$ cat src/hw/card_info_params.svh
// bit positions, reset values, field values and timing counts of the card register bank
`ifndef CARD_INFO_PARAMS_SVH
`define CARD_INFO_PARAMS_SVH

// clock and power-up timing
`define CLK_PERIOD_NS        40
`define POWERUP_TIME_US      1000
`define POWERUP_CYCLES       ((`POWERUP_TIME_US * 1000 + `CLK_PERIOD_NS - 1) / `CLK_PERIOD_NS)

// register selectors on the read port
`define SEL_IDENTITY         3'h0
`define SEL_CONDITIONS       3'h1
`define SEL_SPECIFIC         3'h2
`define SEL_FEATURES         3'h3
`define SEL_ADDRESS          3'h4

// reset values
`define RCA_RESET            16'h0000
`define CRC_RESET            7'h00

// identity register field positions
`define CID_MAKER_MSB        127
`define CID_MAKER_LSB        120
`define CID_OEM_MSB          119
`define CID_OEM_LSB          104
`define CID_NAME_MSB         103
`define CID_NAME_LSB         64
`define CID_REV_MSB          63
`define CID_REV_LSB          56
`define CID_SERIAL_MSB       55
`define CID_SERIAL_LSB       24
`define CID_RSV_MSB          23
`define CID_RSV_LSB          20
`define CID_DATE_MSB         19
`define CID_DATE_LSB         8
`define CRC_MSB              7
`define CRC_LSB              1
`define END_BIT              0

// operating-conditions register
`define OCR_BUSY_BIT         31
`define OCR_CCS_BIT          30
`define OCR_VDD_MSB          23
`define OCR_VDD_LSB          15
`define OCR_VDD_ONES         9'h1FF

// card-specific-data field positions
`define CSD_STRUCT_MSB       127
`define CSD_STRUCT_LSB       126
`define CSD_READ_ACCESS_TIME_MSB         119
`define CSD_READ_ACCESS_TIME_LSB         112
`define CSD_READ_ACCESS_CLOCKS_MSB         111
`define CSD_READ_ACCESS_CLOCKS_LSB         104
`define CSD_SPEED_MSB        103
`define CSD_SPEED_LSB        96
`define CSD_CCC_MSB          95
`define CSD_CCC_LSB          84
`define CSD_RBL_MSB          83
`define CSD_RBL_LSB          80
`define CSD_RPART_BIT        79
`define CSD_SIZE12_MSB       73
`define CSD_SIZE12_LSB       62
`define CSD_CURR_MSB         61
`define CSD_CURR_LSB         50
`define CSD_MULT_MSB         49
`define CSD_MULT_LSB         47
`define CSD_SIZE22_MSB       69
`define CSD_SIZE22_LSB       48
`define CSD_ERASE_BIT        46
`define CSD_SECTOR_MSB       45
`define CSD_SECTOR_LSB       39
`define CSD_WPSIZE_MSB       38
`define CSD_WPSIZE_LSB       32
`define CSD_WPEN_BIT         31
`define CSD_R2W_MSB          28
`define CSD_R2W_LSB          26
`define CSD_WBL_MSB          25
`define CSD_WBL_LSB          22
`define CSD_WPART_BIT        21
`define CSD_FMTGRP_BIT       15
`define CSD_COPY_BIT         14
`define CSD_PERM_BIT         13
`define CSD_TMP_BIT          12
`define CSD_FMT_MSB          11
`define CSD_FMT_LSB          10
`define CSD_RSV98_MSB        9
`define CSD_RSV98_LSB        8
`define CSD_FIXED_LSB        16

// card-specific-data field values, small and large capacity
`define CSD_STRUCT_SMALL     2'h0
`define CSD_STRUCT_LARGE     2'h1
`define CSD_READ_ACCESS_TIME_SMALL       8'h5E
`define CSD_READ_ACCESS_TIME_LARGE       8'h0E
`define CSD_READ_ACCESS_CLOCKS_VAL         8'h00
`define CSD_SPEED_VAL        8'h32
`define CSD_CCC_VAL          12'h5B5
`define CSD_BL_SMALL         4'hA
`define CSD_BL_LARGE         4'h9
`define CSD_CURR_VAL         12'hB6D
`define CSD_SECTOR_VAL       7'h7F
`define CSD_WPSIZE_SMALL     7'h3F
`define CSD_WPSIZE_LARGE     7'h00
`define CSD_R2W_SMALL        3'h5
`define CSD_R2W_LARGE        3'h2

// special-features register
`define SCR_SPEC_MSB         59
`define SCR_SPEC_LSB         56
`define SCR_SEC_MSB          54
`define SCR_SEC_LSB          52
`define SCR_WIDTH_MSB        51
`define SCR_WIDTH_LSB        48
`define SCR_SPEC_VAL         4'h2
`define SCR_SEC_SMALL        3'h2
`define SCR_SEC_LARGE        3'h3
`define SCR_WIDTH_VAL        4'h5

// crc-7 generator polynomial, low terms
`define CRC7_POLY            7'h09

`endif

$ cat src/hw/card_info_pkg.sv
// types shared by the card register bank modules
package card_info_pkg;

  typedef enum logic [1:0] {
    PWR_BUSY  = 2'b01,
    PWR_READY = 2'b10
  } pwr_state_t;

  typedef struct packed {
    pwr_state_t  state;
    logic [15:0] count;
  } timer_state_t;

  typedef struct packed {
    logic         cap_latched;
    logic         cap_high;
    logic [127:0] rd_data;
    logic         rd_valid;
    logic [15:0]  relative_card_address;
    logic         fmt_grp;
    logic         copy;
    logic         perm;
    logic         tmp;
    logic [1:0]   fmt;
    logic [1:0]   rsv98;
    logic [6:0]   crc;
    logic         crc_written;
    logic [3:0]   once_used;
    logic         prog_done;
    logic         prog_err;
  } bank_state_t;

endpackage

$ cat src/hw/crc7_unit.sv
// crc-7 over a parameterised run of bits, most significant first
`timescale 1ns/100ps
`include "card_info_params.svh"
module crc7_unit #(
  parameter int DATA_W = 120
) (
  // data in
  input  wire logic [DATA_W-1:0] data_i,
  // checksum out
  output logic      [6:0]        crc_o
);

  // serial division unrolled by the loop
  always_comb begin
    logic [6:0] acc;
    logic       fb;
    acc = 7'h00;
    fb  = 1'b0;
    for (int i = DATA_W - 1; i >= 0; i--) begin
      fb  = data_i[i] ^ acc[6];
      acc = {acc[5:0], 1'b0};
      if (fb) begin
        acc = acc ^ `CRC7_POLY;
      end
    end
    crc_o = acc;
  end

endmodule

$ cat src/hw/power_up_timer.sv
// power-up routine timer: busy until the count runs out, then ready
`timescale 1ns/100ps
module power_up_timer #(
  parameter int CYCLES = 25000
) (
  // clock and reset
  input  wire logic CORE_CLK_I,
  input  wire logic RSTN_I,
  // status
  output logic      ready_o
);

  card_info_pkg::timer_state_t cur;
  card_info_pkg::timer_state_t next_cur;

  // count up through the routine, then hold ready
  always_comb begin
    next_cur = cur;
    case (cur.state)
      card_info_pkg::PWR_BUSY: begin
        if (cur.count >= 16'(CYCLES - 1)) begin
          next_cur.state = card_info_pkg::PWR_READY;
        end else begin
          next_cur.count = cur.count + 16'h0001;
        end
      end
      card_info_pkg::PWR_READY: begin
        next_cur.state = card_info_pkg::PWR_READY;
      end
      default: begin
        next_cur.state = card_info_pkg::PWR_BUSY;
        next_cur.count = 16'h0000;
      end
    endcase
  end

  // state register
  always_ff @(posedge CORE_CLK_I) begin
    if (!RSTN_I) begin
      cur.state <= card_info_pkg::PWR_BUSY;
      cur.count <= 16'h0000;
    end else begin
      cur <= next_cur;
    end
  end

  assign ready_o = (cur.state == card_info_pkg::PWR_READY);

endmodule

$ cat src/hw/card_info_register_bank.sv
// card-side register bank: identity, conditions, specific data, features, address
// How it works
// - five readable registers: identity, conditions, specific data, features, address
// - relative address compared against command address in bus mode
// - identity register packs maker, oem, name, revision, serial, date, checksum, one
// - conditions bits 23:15 read one, all lower bits zero
// - conditions bit 31 reads zero until power-up routine ends
// - capacity flag only meaningful once ready; masked to zero while busy
// - program command changes only writable specific-data fields
// - structure code and size field placement follow capacity
// - read block length 1010 small, 1001 large
// - partial read flag one small, zero large
// - read access time 5E small, 0E large
// - clock read access time always zero
// - single block erase one, sector size all ones
// - protect group size 3F small, zero large
// - protect group enable reads zero
// - write block length equals read block length
// - partial write flag reads zero
// - four supply current fields read 101 on small cards
// - specific-data checksum at 7:1 host writable, bit 0 one
// - format group, copy, permanent, format change once; temporary any time
// - relative address resets to zero, card may assign new value later
`timescale 1ns/100ps
`include "card_info_params.svh"
module card_info_register_bank #(
  parameter int          POWERUP_CYCLES = `POWERUP_CYCLES,
  parameter logic [7:0]  MAKER_CODE     = 8'hA1,          // arbitrary value
  parameter logic [15:0] OEM_CODE       = 16'hB2C3,       // arbitrary value
  parameter logic [39:0] PRODUCT_NAME   = 40'h5445535431, // arbitrary value
  parameter logic [7:0]  PRODUCT_REV    = 8'h10,          // arbitrary value
  parameter logic [31:0] SERIAL_NUMBER  = 32'h00000001,
  parameter logic [11:0] MANUFACT_DATE  = 12'h011,
  parameter logic [11:0] SIZE_SMALL     = 12'hF00,
  parameter logic [2:0]  MULT_SMALL     = 3'h7,
  parameter logic [21:0] SIZE_LARGE     = 22'h001DFF
) (
  // clock and reset
  input  wire logic         CORE_CLK_I,
  input  wire logic         RSTN_I,
  // capacity strap, caught after reset release
  input  wire logic         HIGH_CAPACITY_I,
  // bus mode and command address
  input  wire logic         SD_MODE_I,
  input  wire logic [15:0]  CMD_RCA_I,
  // register read request
  input  wire logic         RD_REQ_I,
  input  wire logic [2:0]   RD_SEL_I,
  // specific-data program request
  input  wire logic         PROG_REQ_I,
  input  wire logic [127:0] PROG_DATA_I,
  // address assignment request
  input  wire logic         RCA_SET_I,
  input  wire logic [15:0]  RCA_NEW_I,
  // read answer
  output logic              RD_VALID_O,
  output logic      [127:0] RD_DATA_O,
  // program answer
  output logic              PROG_DONE_O,
  output logic              PROG_ERR_O,
  // status
  output logic              CARD_READY_O,
  output logic      [15:0]  RCA_O,
  output logic              ADDR_MATCH_O
);

  card_info_pkg::bank_state_t cur;
  card_info_pkg::bank_state_t next_cur;

  logic         ready;
  logic         cap;
  logic [127:0] card_identity;
  logic [127:0] card_specific_data;
  logic [127:0] csd_body;
  logic [127:0] cid_body;
  logic [31:0]  operating_conditions;
  logic [63:0]  special_features;
  logic [6:0]   cid_crc;
  logic [6:0]   csd_crc;
  logic [127:0] prog_cur;
  logic         fixed_differ;
  logic [3:0]   once_new;
  logic [3:0]   once_change;
  logic         once_violate;

  // power-up routine
  power_up_timer #(
    .CYCLES     (POWERUP_CYCLES)
  ) u_timer (
    .CORE_CLK_I (CORE_CLK_I),
    .RSTN_I     (RSTN_I),
    .ready_o    (ready)
  );

  assign cap = cur.cap_high;

  // identity register fields
  always_comb begin
    cid_body = 128'h0;
    cid_body[`CID_MAKER_MSB:`CID_MAKER_LSB]   = MAKER_CODE;
    cid_body[`CID_OEM_MSB:`CID_OEM_LSB]       = OEM_CODE;
    cid_body[`CID_NAME_MSB:`CID_NAME_LSB]     = PRODUCT_NAME;
    cid_body[`CID_REV_MSB:`CID_REV_LSB]       = PRODUCT_REV;
    cid_body[`CID_SERIAL_MSB:`CID_SERIAL_LSB] = SERIAL_NUMBER;
    cid_body[`CID_RSV_MSB:`CID_RSV_LSB]       = 4'h0;
    cid_body[`CID_DATE_MSB:`CID_DATE_LSB]     = MANUFACT_DATE;
  end

  // identity checksum over bits 127:8
  crc7_unit #(
    .DATA_W (120)
  ) u_cid_crc (
    .data_i (cid_body[127:8]),
    .crc_o  (cid_crc)
  );

  // identity with checksum and end bit
  always_comb begin
    card_identity = cid_body;
    card_identity[`CRC_MSB:`CRC_LSB] = cid_crc;
    card_identity[`END_BIT]          = 1'b1;
  end

  // operating conditions
  always_comb begin
    operating_conditions = 32'h0;
    operating_conditions[`OCR_VDD_MSB:`OCR_VDD_LSB] = `OCR_VDD_ONES;
    operating_conditions[`OCR_BUSY_BIT]             = ready;
    operating_conditions[`OCR_CCS_BIT]              = ready & cap;
  end

  // specific-data body, layout chosen by capacity
  always_comb begin
    csd_body = 128'h0;
    csd_body[`CSD_READ_ACCESS_CLOCKS_MSB:`CSD_READ_ACCESS_CLOCKS_LSB]   = `CSD_READ_ACCESS_CLOCKS_VAL;
    csd_body[`CSD_SPEED_MSB:`CSD_SPEED_LSB] = `CSD_SPEED_VAL;
    csd_body[`CSD_CCC_MSB:`CSD_CCC_LSB]     = `CSD_CCC_VAL;
    csd_body[`CSD_ERASE_BIT]                = 1'b1;
    csd_body[`CSD_SECTOR_MSB:`CSD_SECTOR_LSB] = `CSD_SECTOR_VAL;
    csd_body[`CSD_WPEN_BIT]                 = 1'b0;
    csd_body[`CSD_WPART_BIT]                = 1'b0;
    if (cap) begin
      csd_body[`CSD_STRUCT_MSB:`CSD_STRUCT_LSB] = `CSD_STRUCT_LARGE;
      csd_body[`CSD_READ_ACCESS_TIME_MSB:`CSD_READ_ACCESS_TIME_LSB]     = `CSD_READ_ACCESS_TIME_LARGE;
      csd_body[`CSD_RBL_MSB:`CSD_RBL_LSB]       = `CSD_BL_LARGE;
      csd_body[`CSD_RPART_BIT]                  = 1'b0;
      csd_body[`CSD_SIZE22_MSB:`CSD_SIZE22_LSB] = SIZE_LARGE;
      csd_body[`CSD_WPSIZE_MSB:`CSD_WPSIZE_LSB] = `CSD_WPSIZE_LARGE;
      csd_body[`CSD_R2W_MSB:`CSD_R2W_LSB]       = `CSD_R2W_LARGE;
      csd_body[`CSD_WBL_MSB:`CSD_WBL_LSB]       = `CSD_BL_LARGE;
    end else begin
      csd_body[`CSD_STRUCT_MSB:`CSD_STRUCT_LSB] = `CSD_STRUCT_SMALL;
      csd_body[`CSD_READ_ACCESS_TIME_MSB:`CSD_READ_ACCESS_TIME_LSB]     = `CSD_READ_ACCESS_TIME_SMALL;
      csd_body[`CSD_RBL_MSB:`CSD_RBL_LSB]       = `CSD_BL_SMALL;
      csd_body[`CSD_RPART_BIT]                  = 1'b1;
      csd_body[`CSD_SIZE12_MSB:`CSD_SIZE12_LSB] = SIZE_SMALL;
      csd_body[`CSD_CURR_MSB:`CSD_CURR_LSB]     = `CSD_CURR_VAL;
      csd_body[`CSD_MULT_MSB:`CSD_MULT_LSB]     = MULT_SMALL;
      csd_body[`CSD_WPSIZE_MSB:`CSD_WPSIZE_LSB] = `CSD_WPSIZE_SMALL;
      csd_body[`CSD_R2W_MSB:`CSD_R2W_LSB]       = `CSD_R2W_SMALL;
      csd_body[`CSD_WBL_MSB:`CSD_WBL_LSB]       = `CSD_BL_SMALL;
    end
    // programmable bits
    csd_body[`CSD_FMTGRP_BIT]             = cur.fmt_grp;
    csd_body[`CSD_COPY_BIT]               = cur.copy;
    csd_body[`CSD_PERM_BIT]               = cur.perm;
    csd_body[`CSD_TMP_BIT]                = cur.tmp;
    csd_body[`CSD_FMT_MSB:`CSD_FMT_LSB]   = cur.fmt;
    csd_body[`CSD_RSV98_MSB:`CSD_RSV98_LSB] = cur.rsv98;
  end

  // specific-data checksum over bits 127:8
  crc7_unit #(
    .DATA_W (120)
  ) u_csd_crc (
    .data_i (csd_body[127:8]),
    .crc_o  (csd_crc)
  );

  // host checksum once written, computed checksum before that
  always_comb begin
    card_specific_data = csd_body;
    card_specific_data[`CRC_MSB:`CRC_LSB] = cur.crc_written ? cur.crc : csd_crc;
    card_specific_data[`END_BIT]          = 1'b1;
  end

  // special features
  always_comb begin
    special_features = 64'h0;
    special_features[`SCR_SPEC_MSB:`SCR_SPEC_LSB]   = `SCR_SPEC_VAL;
    special_features[`SCR_SEC_MSB:`SCR_SEC_LSB]     = cap ? `SCR_SEC_LARGE : `SCR_SEC_SMALL;
    special_features[`SCR_WIDTH_MSB:`SCR_WIDTH_LSB] = `SCR_WIDTH_VAL;
  end

  // program checks: fixed fields must match, once bits change at most once
  always_comb begin
    prog_cur     = card_specific_data;
    fixed_differ = (PROG_DATA_I[127:`CSD_FIXED_LSB] != prog_cur[127:`CSD_FIXED_LSB]);
    once_new     = {PROG_DATA_I[`CSD_FMTGRP_BIT], PROG_DATA_I[`CSD_COPY_BIT],
                    PROG_DATA_I[`CSD_PERM_BIT],
                    |(PROG_DATA_I[`CSD_FMT_MSB:`CSD_FMT_LSB] ^ cur.fmt)};
    once_change  = {once_new[3] ^ cur.fmt_grp, once_new[2] ^ cur.copy,
                    once_new[1] ^ cur.perm, once_new[0]};
    once_violate = |(once_change & cur.once_used);
  end

  // next state
  always_comb begin
    next_cur           = cur;
    next_cur.rd_valid  = 1'b0;
    next_cur.prog_done = 1'b0;
    next_cur.prog_err  = 1'b0;
    // capacity strap caught on the first edge after release
    if (!cur.cap_latched) begin
      next_cur.cap_latched = 1'b1;
      next_cur.cap_high    = HIGH_CAPACITY_I;
    end
    // register read
    if (RD_REQ_I) begin
      next_cur.rd_valid = 1'b1;
      if (RD_SEL_I == `SEL_IDENTITY) begin
        next_cur.rd_data = card_identity;
      end else if (RD_SEL_I == `SEL_CONDITIONS) begin
        next_cur.rd_data = {96'h0, operating_conditions};
      end else if (RD_SEL_I == `SEL_SPECIFIC) begin
        next_cur.rd_data = card_specific_data;
      end else if (RD_SEL_I == `SEL_FEATURES) begin
        next_cur.rd_data = {64'h0, special_features};
      end else if (RD_SEL_I == `SEL_ADDRESS) begin
        next_cur.rd_data = {112'h0, cur.relative_card_address};
      end else begin
        next_cur.rd_data = 128'h0;
      end
    end
    // specific-data program
    if (PROG_REQ_I) begin
      if (fixed_differ || once_violate) begin
        next_cur.prog_err = 1'b1;
      end else begin
        next_cur.prog_done   = 1'b1;
        next_cur.fmt_grp     = PROG_DATA_I[`CSD_FMTGRP_BIT];
        next_cur.copy        = PROG_DATA_I[`CSD_COPY_BIT];
        next_cur.perm        = PROG_DATA_I[`CSD_PERM_BIT];
        next_cur.tmp         = PROG_DATA_I[`CSD_TMP_BIT];
        next_cur.fmt         = PROG_DATA_I[`CSD_FMT_MSB:`CSD_FMT_LSB];
        next_cur.rsv98       = PROG_DATA_I[`CSD_RSV98_MSB:`CSD_RSV98_LSB];
        next_cur.crc         = PROG_DATA_I[`CRC_MSB:`CRC_LSB];
        next_cur.crc_written = 1'b1;
        next_cur.once_used   = cur.once_used | once_change;
      end
    end
    // address assignment once the card is initialised
    if (RCA_SET_I && ready) begin
      next_cur.relative_card_address = RCA_NEW_I;
    end
  end

  // state register
  always_ff @(posedge CORE_CLK_I) begin
    if (!RSTN_I) begin
      cur.cap_latched <= 1'b0;
      cur.cap_high    <= 1'b0;
      cur.rd_data     <= 128'h0;
      cur.rd_valid    <= 1'b0;
      cur.relative_card_address         <= `RCA_RESET;
      cur.fmt_grp     <= 1'b0;
      cur.copy        <= 1'b0;
      cur.perm        <= 1'b0;
      cur.tmp         <= 1'b0;
      cur.fmt         <= 2'h0;
      cur.rsv98       <= 2'h0;
      cur.crc         <= `CRC_RESET;
      cur.crc_written <= 1'b0;
      cur.once_used   <= 4'h0;
      cur.prog_done   <= 1'b0;
      cur.prog_err    <= 1'b0;
    end else begin
      cur <= next_cur;
    end
  end

  // outputs
  assign RD_VALID_O   = cur.rd_valid;
  assign RD_DATA_O    = cur.rd_data;
  assign PROG_DONE_O  = cur.prog_done;
  assign PROG_ERR_O   = cur.prog_err;
  assign CARD_READY_O = ready;
  assign RCA_O        = cur.relative_card_address;
  assign ADDR_MATCH_O = SD_MODE_I & (CMD_RCA_I == cur.relative_card_address);

endmodule

$ cat config.mk
export PLATFORM = sky130hd
export DESIGN_NAME = card_info_register_bank
export DESIGN_NICKNAME = d
export VERILOG_FILES = /design/src/hw/card_info_pkg.sv /design/src/hw/crc7_unit.sv /design/src/hw/power_up_timer.sv /design/src/hw/card_info_register_bank.sv
export VERILOG_INCLUDE_DIRS = /design/src /design/src/hw
export SDC_FILE = /design/constraint.sdc
export NUM_CORES = 1
export LEC_CHECK = 0
export BUFFER_PORTS_ARGS = -buffer_cell sky130_fd_sc_hd__clkbuf_2
export CORE_AREA = 2 2 123 125
export CTS_BUF_LIST = sky130_fd_sc_hd__clkbuf_16
export DETAILED_ROUTE_END_ITERATION = 12
export DIE_AREA = 0 0 125 127
export GPL_TIMING_DRIVEN = 0
export PLACE_DENSITY = 0.83
export RECOVER_POWER = 50
export SYNTH_ARGS = -nofsm -noshare
export SYNTH_HDL_FRONTEND = slang
export SYNTH_SLANG_ARGS = --single-unit
$ cat constraint.sdc
create_clock -name CORE_CLK_I -period 2.8 [get_ports CORE_CLK_I]
set_input_delay 0.42 -clock CORE_CLK_I [delete_from_list [all_inputs] [get_ports CORE_CLK_I]]
set_output_delay 0.42 -clock CORE_CLK_I [all_outputs]
set_load 0.005 [all_outputs]
Word-level counts from Yosys, hierarchy flattened
Index checks and enable logic that the tools add are counted.
{"block": "classes", "addsub": 1, "n_lt_le_gt_ge": 1, "n_eq_ne": 10, "muxes": 142, "bitwise": 192, "reduce_logical": 8}
{"cell": "2-to-1 mux 4 bit", "n": 121}
{"cell": "2-to-1 mux 128 bit", "n": 2}
{"cell": "NOT 2 bit", "n": 119}
{"cell": "2-to-1 mux 127 bit", "n": 1}
{"cell": "inequality test 112 bit", "n": 1}
{"cell": "2-to-1 mux 58 bit", "n": 1}
{"cell": "bitwise XOR 1 bit", "n": 53}
{"cell": "2-to-1 mux 16 bit", "n": 2}
{"cell": "one-hot mux 16 bit (2 select lines)", "n": 1}
{"cell": "2-to-1 mux 7 bit", "n": 3}
{"cell": "adder 16 x 1 -> 16 bit, second input constant", "n": 1}
{"cell": "equality test 16 bit", "n": 1}
{"cell": "greater-or-equal comparator 16 x 15 -> 1 bit, second input constant", "n": 1}
{"cell": "2-to-1 mux 14 bit", "n": 1}
{"cell": "bitwise XOR 1 bit, first input constant", "n": 12}
{"cell": "equality test 3 x 2 -> 1 bit, second input constant", "n": 2}
{"cell": "2-to-1 mux 1 bit", "n": 6}
{"cell": "2-to-1 mux 6 bit", "n": 1}
{"cell": "AND reduction 2 bit", "n": 3}
{"cell": "bitwise AND 4 bit", "n": 1}
{"cell": "OR 4 bit", "n": 1}
{"cell": "one-hot mux 2 bit (2 select lines)", "n": 1}
{"cell": "OR reduction 4 bit", "n": 1}
{"cell": "equality test 3 x 1 -> 1 bit, second input constant", "n": 1}
{"cell": "15 further kinds", "n": 17}
{"block": "word_totals", "ff_bits": 187, "inputBits": 170, "elab_cells": 372}

Longest topological paths before layout
{"block": "depth", "ltp_word": 243, "depth_mapped": 8, "depth_no_buf": 7}

Cells and area by module
From an unflattened synthesis, not the netlist that was laid out.
{"block": "unflattened", "hier_cells": 1220, "area_unflattened_um2": 12326.8}
{"mod": "crc7_unit", "instances": 2, "cells_each": 257, "area_each_um2": 3325.7}
{"mod": "card_info_register_bank", "instances": 1, "cells_each": 580, "area_each_um2": 4638.2}
{"mod": "power_up_timer", "instances": 1, "cells_each": 126, "area_each_um2": 1037.2}

Worst setup path after synthesis
Ideal clock, no wire load.
{"block": "synth_path", "path_kind": "input -> register", "start": "input port PROG_DATA_I[22]", "end": "register cur, in the netlist card_specific_data[11]", "arrival_time_ns": 2.206, "required_time_ns": 2.728, "path_slack_ns": 0.522, "cell_stages": 6, "path_buffers": 1, "cell_sequence": "or4b_1 -> or4_4 -> a211oi_2 -> and4_4 -> buf_8 -> mux2i_1"}
{"block": "synth_via", "elab_chain_len": 4}
{"item": "from (decl)", "line_no": "card_info_register_bank.sv:51", "text": "input wire logic [127:0] PROG_DATA_I,"}
{"item": "inequality test 112 bit", "line_no": "card_info_register_bank.sv:198", "text": "fixed_differ = (PROG_DATA_I[127:`CSD_FIXED_LSB] != prog_cur[127:`CSD_FIXED_LSB]);"}
{"item": "logical OR 1 bit", "line_no": "card_info_register_bank.sv:237", "text": "if (fixed_differ || once_violate) begin"}
{"item": "NOT 1 bit (no line)"}
{"item": "AND reduction 2 bit (no line)"}
{"item": "to (signal assigned)", "line_no": "card_info_register_bank.sv:278", "text": "cur <= next_cur;"}
{"item": "to (decl)", "line_no": "card_info_register_bank.sv:67", "text": "card_info_pkg::bank_state_t cur;"}
Every way passes these cells.
A chain may end at the register's enable or synchronous reset.

Final worst setup path
{"block": "layout_path", "start": "register u_timer.cur[0] in the netlist's numbering", "end": "register u_timer.cur[4] in the netlist's numbering"}
{"block": "layout_via", "elab_chain_len": 3}
{"item": "from (decl)", "line_no": "power_up_timer.sv:13", "text": "card_info_pkg::timer_state_t cur;"}
{"item": "from (signal assigned)", "line_no": "power_up_timer.sv:43", "text": "cur <= next_cur;"}
{"item": "adder 16 x 1 -> 16 bit or greater-or-equal comparator 16 x 15 -> 1 bit (tied branches)", "line_no": "power_up_timer.sv:24, power_up_timer.sv:21"}
{"item": "2-to-1 mux 16 bit or inequality test 2 bit (tied branches)"}
{"item": "one-hot mux 16 bit (2 select lines) or AND reduction 2 bit (tied branches)"}
Several ways; a longest one is shown, not always the timed one. The select of a mux whose other input is x is not followed.

==> key figures <==
Run status
  • Status: complete, no violations

Critical path
  • Crit-path cells: ha_1 > a211o_1 > a21oi_1 > o311ai_1 > clkbuf_1 > o21ai_0 > a21oi_1
  • Worst r2r src: u_timer.cur[0]$_SDFFE_PN0P_
  • Worst path max stage delay: 0.70 ns
  • WP buf/inv: 1
  • Top Family by Delay on Critical Path: compound AO/OA/AOI/OAI gates
  • Reg-to-Reg End: u_timer.cur[4]$_SDFFE_PN0P_
  • Reg2Reg Setup Slack: ~0.35 ns
  • Setup Crit Path Kind: reg2reg
  • CP max stage cell: o311ai_1
  • Reg2reg path depth: 7
  • Crit. End Element: register
  • Worst Path Max Fanout: 10
  • Worst Setup Start Kind: register
  • CP Data Required Time: a little over 3 ns
  • CP dominant cell by count: a21oi_1
  • Crit path arrival time: 2.70 ns

Die
  • Die height: ~130 um
  • Die area: around 16000 um^2
  • Effective utilization at floorplan: 39.8%
  • Chip width: 125 um
  • Rows: 44
  • Core area: between 10000 and 15000 um^2
  • IO Pins: 319

Final layout
  • Layout Cells excl Fill: between 1000 and 1500
  • Post-route cell area: 7770 um^2
  • Ant. Diodes: 0
  • Fraction of layout cells with a size suffix above 1: 41.9%
  • Area Overhead vs Synth: 35.4%
  • Final #Nets: ~1200

Synthesis
  • Dominant cell type by area after synthesis: dfxtp_1
  • Main flop type after synthesis: dfxtp_1
  • Avg Synthesized Cell Area: between 8 and 9 um^2
  • Top cell type's share of synthesized area: 31.4%
  • Post-synthesis instance area: 5740 um^2
  • Post-synth EDFFs: 0
  • Synth warnings: 0
  • Seq cells post-synth: 90
  • FFs w/ async S/R, synth: 0%
  • Synth top area cells: dfxtp_1 (31%), buf_4 (19%), nand2_1 (6.7%), a21oi_1 (4.2%), mux2i_1 (3.5%)
  • Yosys cell types: 62
  • Seq/Total Area, Yosys: 31.4%
  • Gate count of the mapped netlist: 708

Clock network
  • CTS root buf: clkbuf_16
  • Gates resized, CTS repair: 0
  • CTS clk-pin slew, worst paths: 0.06 ns
  • Setup Buffers After CTS: 0
  • Clk sink count: 90
  • Number of CTS-inserted buffers: 9
  • H-tree depth: 3
  • CTS Buffer Depth: 2
  • CTS tree: built
  • Clock Latency Late Sink: 0.34 ns
  • Post-CTS Hold Fix Bufs: 0

GRT
  • GRT Util Overall: 20.4%
  • Vias in the first global route: 5461
  • Pin count of the biggest net entering global routing: 24
  • Global-route wire length before repair: between 20 and 30 mm
  • Initial antenna violation count: 0
  • GRT overflow: 0

Job
  • Max_cap viols: 0

STA
  • Final period util: 87.4%
  • Min cycle time layout: 2.45 ns
  • Final hold vios: 0
  • Top achievable clock speed: roughly 410 MHz
  • Max-slew violation count: 0
  • Setup_tns: 0 ns
  • Worst Max-Slew Pin Slew: 1.07 ns
  • Slew margin rel.: between 20% and 30%
  • Final setup viols: 0
  • Clk_skew: roughly 0.0054 ns
  • RSZ-0062 raised after global routing: no

Detailed routing
  • Routed WL per cell: 14.0 um
  • Drt pass-1 iters: 5
  • DRT antenna net count: 0
  • Post-Route WL: roughly 17 mm
  • Residual DRC count: 0
  • Vias per cell: 4.83
  • Routed via count: 5903
  • First DRT Iteration DRCs: 361

Min path
  • Hold Path Sink: cur[168]$_SDFF_PN0_
  • Hold depth: 1
  • Worst Hold Class: in2reg
  • Hold Startpoint: RSTN_I

Placed design
  • Detailed Place HPWL: 14.0 mm
  • Placed cell area: 7510 um^2
  • Placed Cells incl. Taps: 1205
  • PortBufs: 288
  • GP Congestion: 0.889

Power
  • P_leak: 3.68 nW
  • Maximum VDD drop: 0.000285 V
  • Pwr Density: 405 nW/um^2
[routing by layer]
layer | GRT usage (%) | vias to the layer above | routed length (um)
met1 | 25.2 | 2657 | 7010
li1 | - | 2966 | -
met2 | 36.7 | 261 | 8420
met5 | 0 | - | 0
met4 | 5.42 | 0 | 396
met3 | 3.77 | 19 | 1290
[cell families (layout without fill, tap and decap cells)]
family | after synthesis | after routing | synth area share [%]
mux | 21 | 21 | 3.68
simple gates | 253 | 253 | 23.1
buf+inv | 187 | 491 | 22.1
other cells | 1 | 26 | 0.0653
flops | 90 | 90 | 31.4
xor+xnor | 31 | 31 | 4.97
fa+ha+maj | 3 | 3 | 0.654
compound gates | 122 | 122 | 14.0
[state kept, by name, indices dropped and copies added (netlist names)]
name / count
RD_DATA_O: 31
u_timer.cur: 18
RCA_O: 16
cur: 13
card_specific_data: 8
PROG_DONE_O: 1
PROG_ERR_O: 1
RD_VALID_O: 1
cap: 1
[Yosys cell counts, drive strengths merged, types with 4 or more instances]
cell      n
nor2     34
a22o      5
or4       7
mux2i    20
nor4bb    8
xnor2    19
or3       9
o21ai    17
o211ai   12
nand4    16
a21oi    48
a22oi     8
nor3      4
xor2     11
nand2b    4
and4      5
nand3    14
nor4b     9
nor4     16
nand2   103
and2     10
buf     149
inv       8
o21a      4
clkbuf   28
dfxtp    90
[through the flow]
| step | setup WS [ns] | power, mW | hold WS, ns | util, % |
|---|---|---|---|---|
| 2_1_floorplan | 0.522 | 1.72 | 0.430 | - |
| 3_3_place_gp | 0.317 | 1.96 | 0.441 | 52.1 |
| 3_5_place_dp | 0.289 | 1.97 | 0.456 | 52.1 |
| 4_1_cts | 0.350 | 3.17 | 0.241 | 54.1 |
| 5_1_grt | 0.172 | 3.28 | 0.274 | 53.9 |
| 6_report | 0.354 | 3.15 | 0.280 | 53.9 |
[placed cells by master (no fill, tap or decap), types with 3 or more instances in the layout]
| master | synthesis | routed |
|---|---|---|
| clkbuf_2 | 0 | 269 |
| nand2_1 | 103 | 103 |
| buf_4 | 144 | 93 |
| dfxtp_1 | 90 | 90 |
| clkbuf_1 | 28 | 51 |
| clkbuf_4 | 0 | 50 |
| a21oi_1 | 48 | 48 |
| nor2_1 | 34 | 34 |
| conb_1 | 1 | 26 |
| mux2i_1 | 20 | 20 |
| xnor2_1 | 19 | 19 |
| o21ai_0 | 17 | 17 |
| nand4_1 | 16 | 16 |
| nor4_1 | 16 | 16 |
| nand3_1 | 14 | 14 |
| o211ai_1 | 12 | 12 |
| xor2_1 | 11 | 11 |
| or3_1 | 9 | 9 |
| nor4b_1 | 9 | 9 |
| clkbuf_16 | 0 | 9 |
| inv_1 | 8 | 8 |
| nor4bb_1 | 8 | 8 |
| a22oi_1 | 8 | 8 |
| and2_1 | 10 | 6 |
| a22o_1 | 5 | 5 |
| or4_1 | 5 | 5 |
| nor3_1 | 4 | 4 |
| clkinv_1 | 2 | 4 |
| and4_1 | 4 | 4 |
| o21a_1 | 4 | 4 |
| nand2b_1 | 4 | 4 |
| and2_0 | 0 | 4 |
| and4b_1 | 3 | 3 |
| nor2b_1 | 3 | 3 |
| and3_1 | 3 | 3 |
| o2bb2ai_1 | 3 | 3 |
| ha_1 | 3 | 3 |
[power breakdown]
part	switching (mW)	internal [mW]	total, mW
clock network	0.514	0.691	1.20
logic	0.278	0.292	0.570
registers	0.0488	1.33	1.37
[final cells by class]
class,count,area (um^2)
Inverter,10,37.5
Fill cell,1365,6650
Multi-Input combinational cell,456,2770
Buffer,177,1230
Clock buffer,9,225
Timing Repair Buffer,288,1420
Clock inverter,7,67.6
Sequential cell,90,1800
Tap cell,184,230
[worst max path at each step]
stage | start | endpoint | depth (start not counted)
after floorplan | PROG_DATA_I[22] | card_specific_data[11]$_SDFFE_PN0P_ | 6
after global placement | PROG_DATA_I[22] | card_specific_data[11]$_SDFFE_PN0P_ | 7
after detailed placement | PROG_DATA_I[22] | card_specific_data[12]$_SDFFE_PN0P_ | 7
after CTS | cap$_SDFFE_PN0N_ | card_specific_data[11]$_SDFFE_PN0P_ | 6
after global routing | u_timer.cur[0]$_SDFFE_PN0P_ | u_timer.cur[4]$_SDFFE_PN0P_ | 7
final | u_timer.cur[0]$_SDFFE_PN0P_ | u_timer.cur[4]$_SDFFE_PN0P_ | 7
No activity file was read; power rests on OpenSTA's default activity.
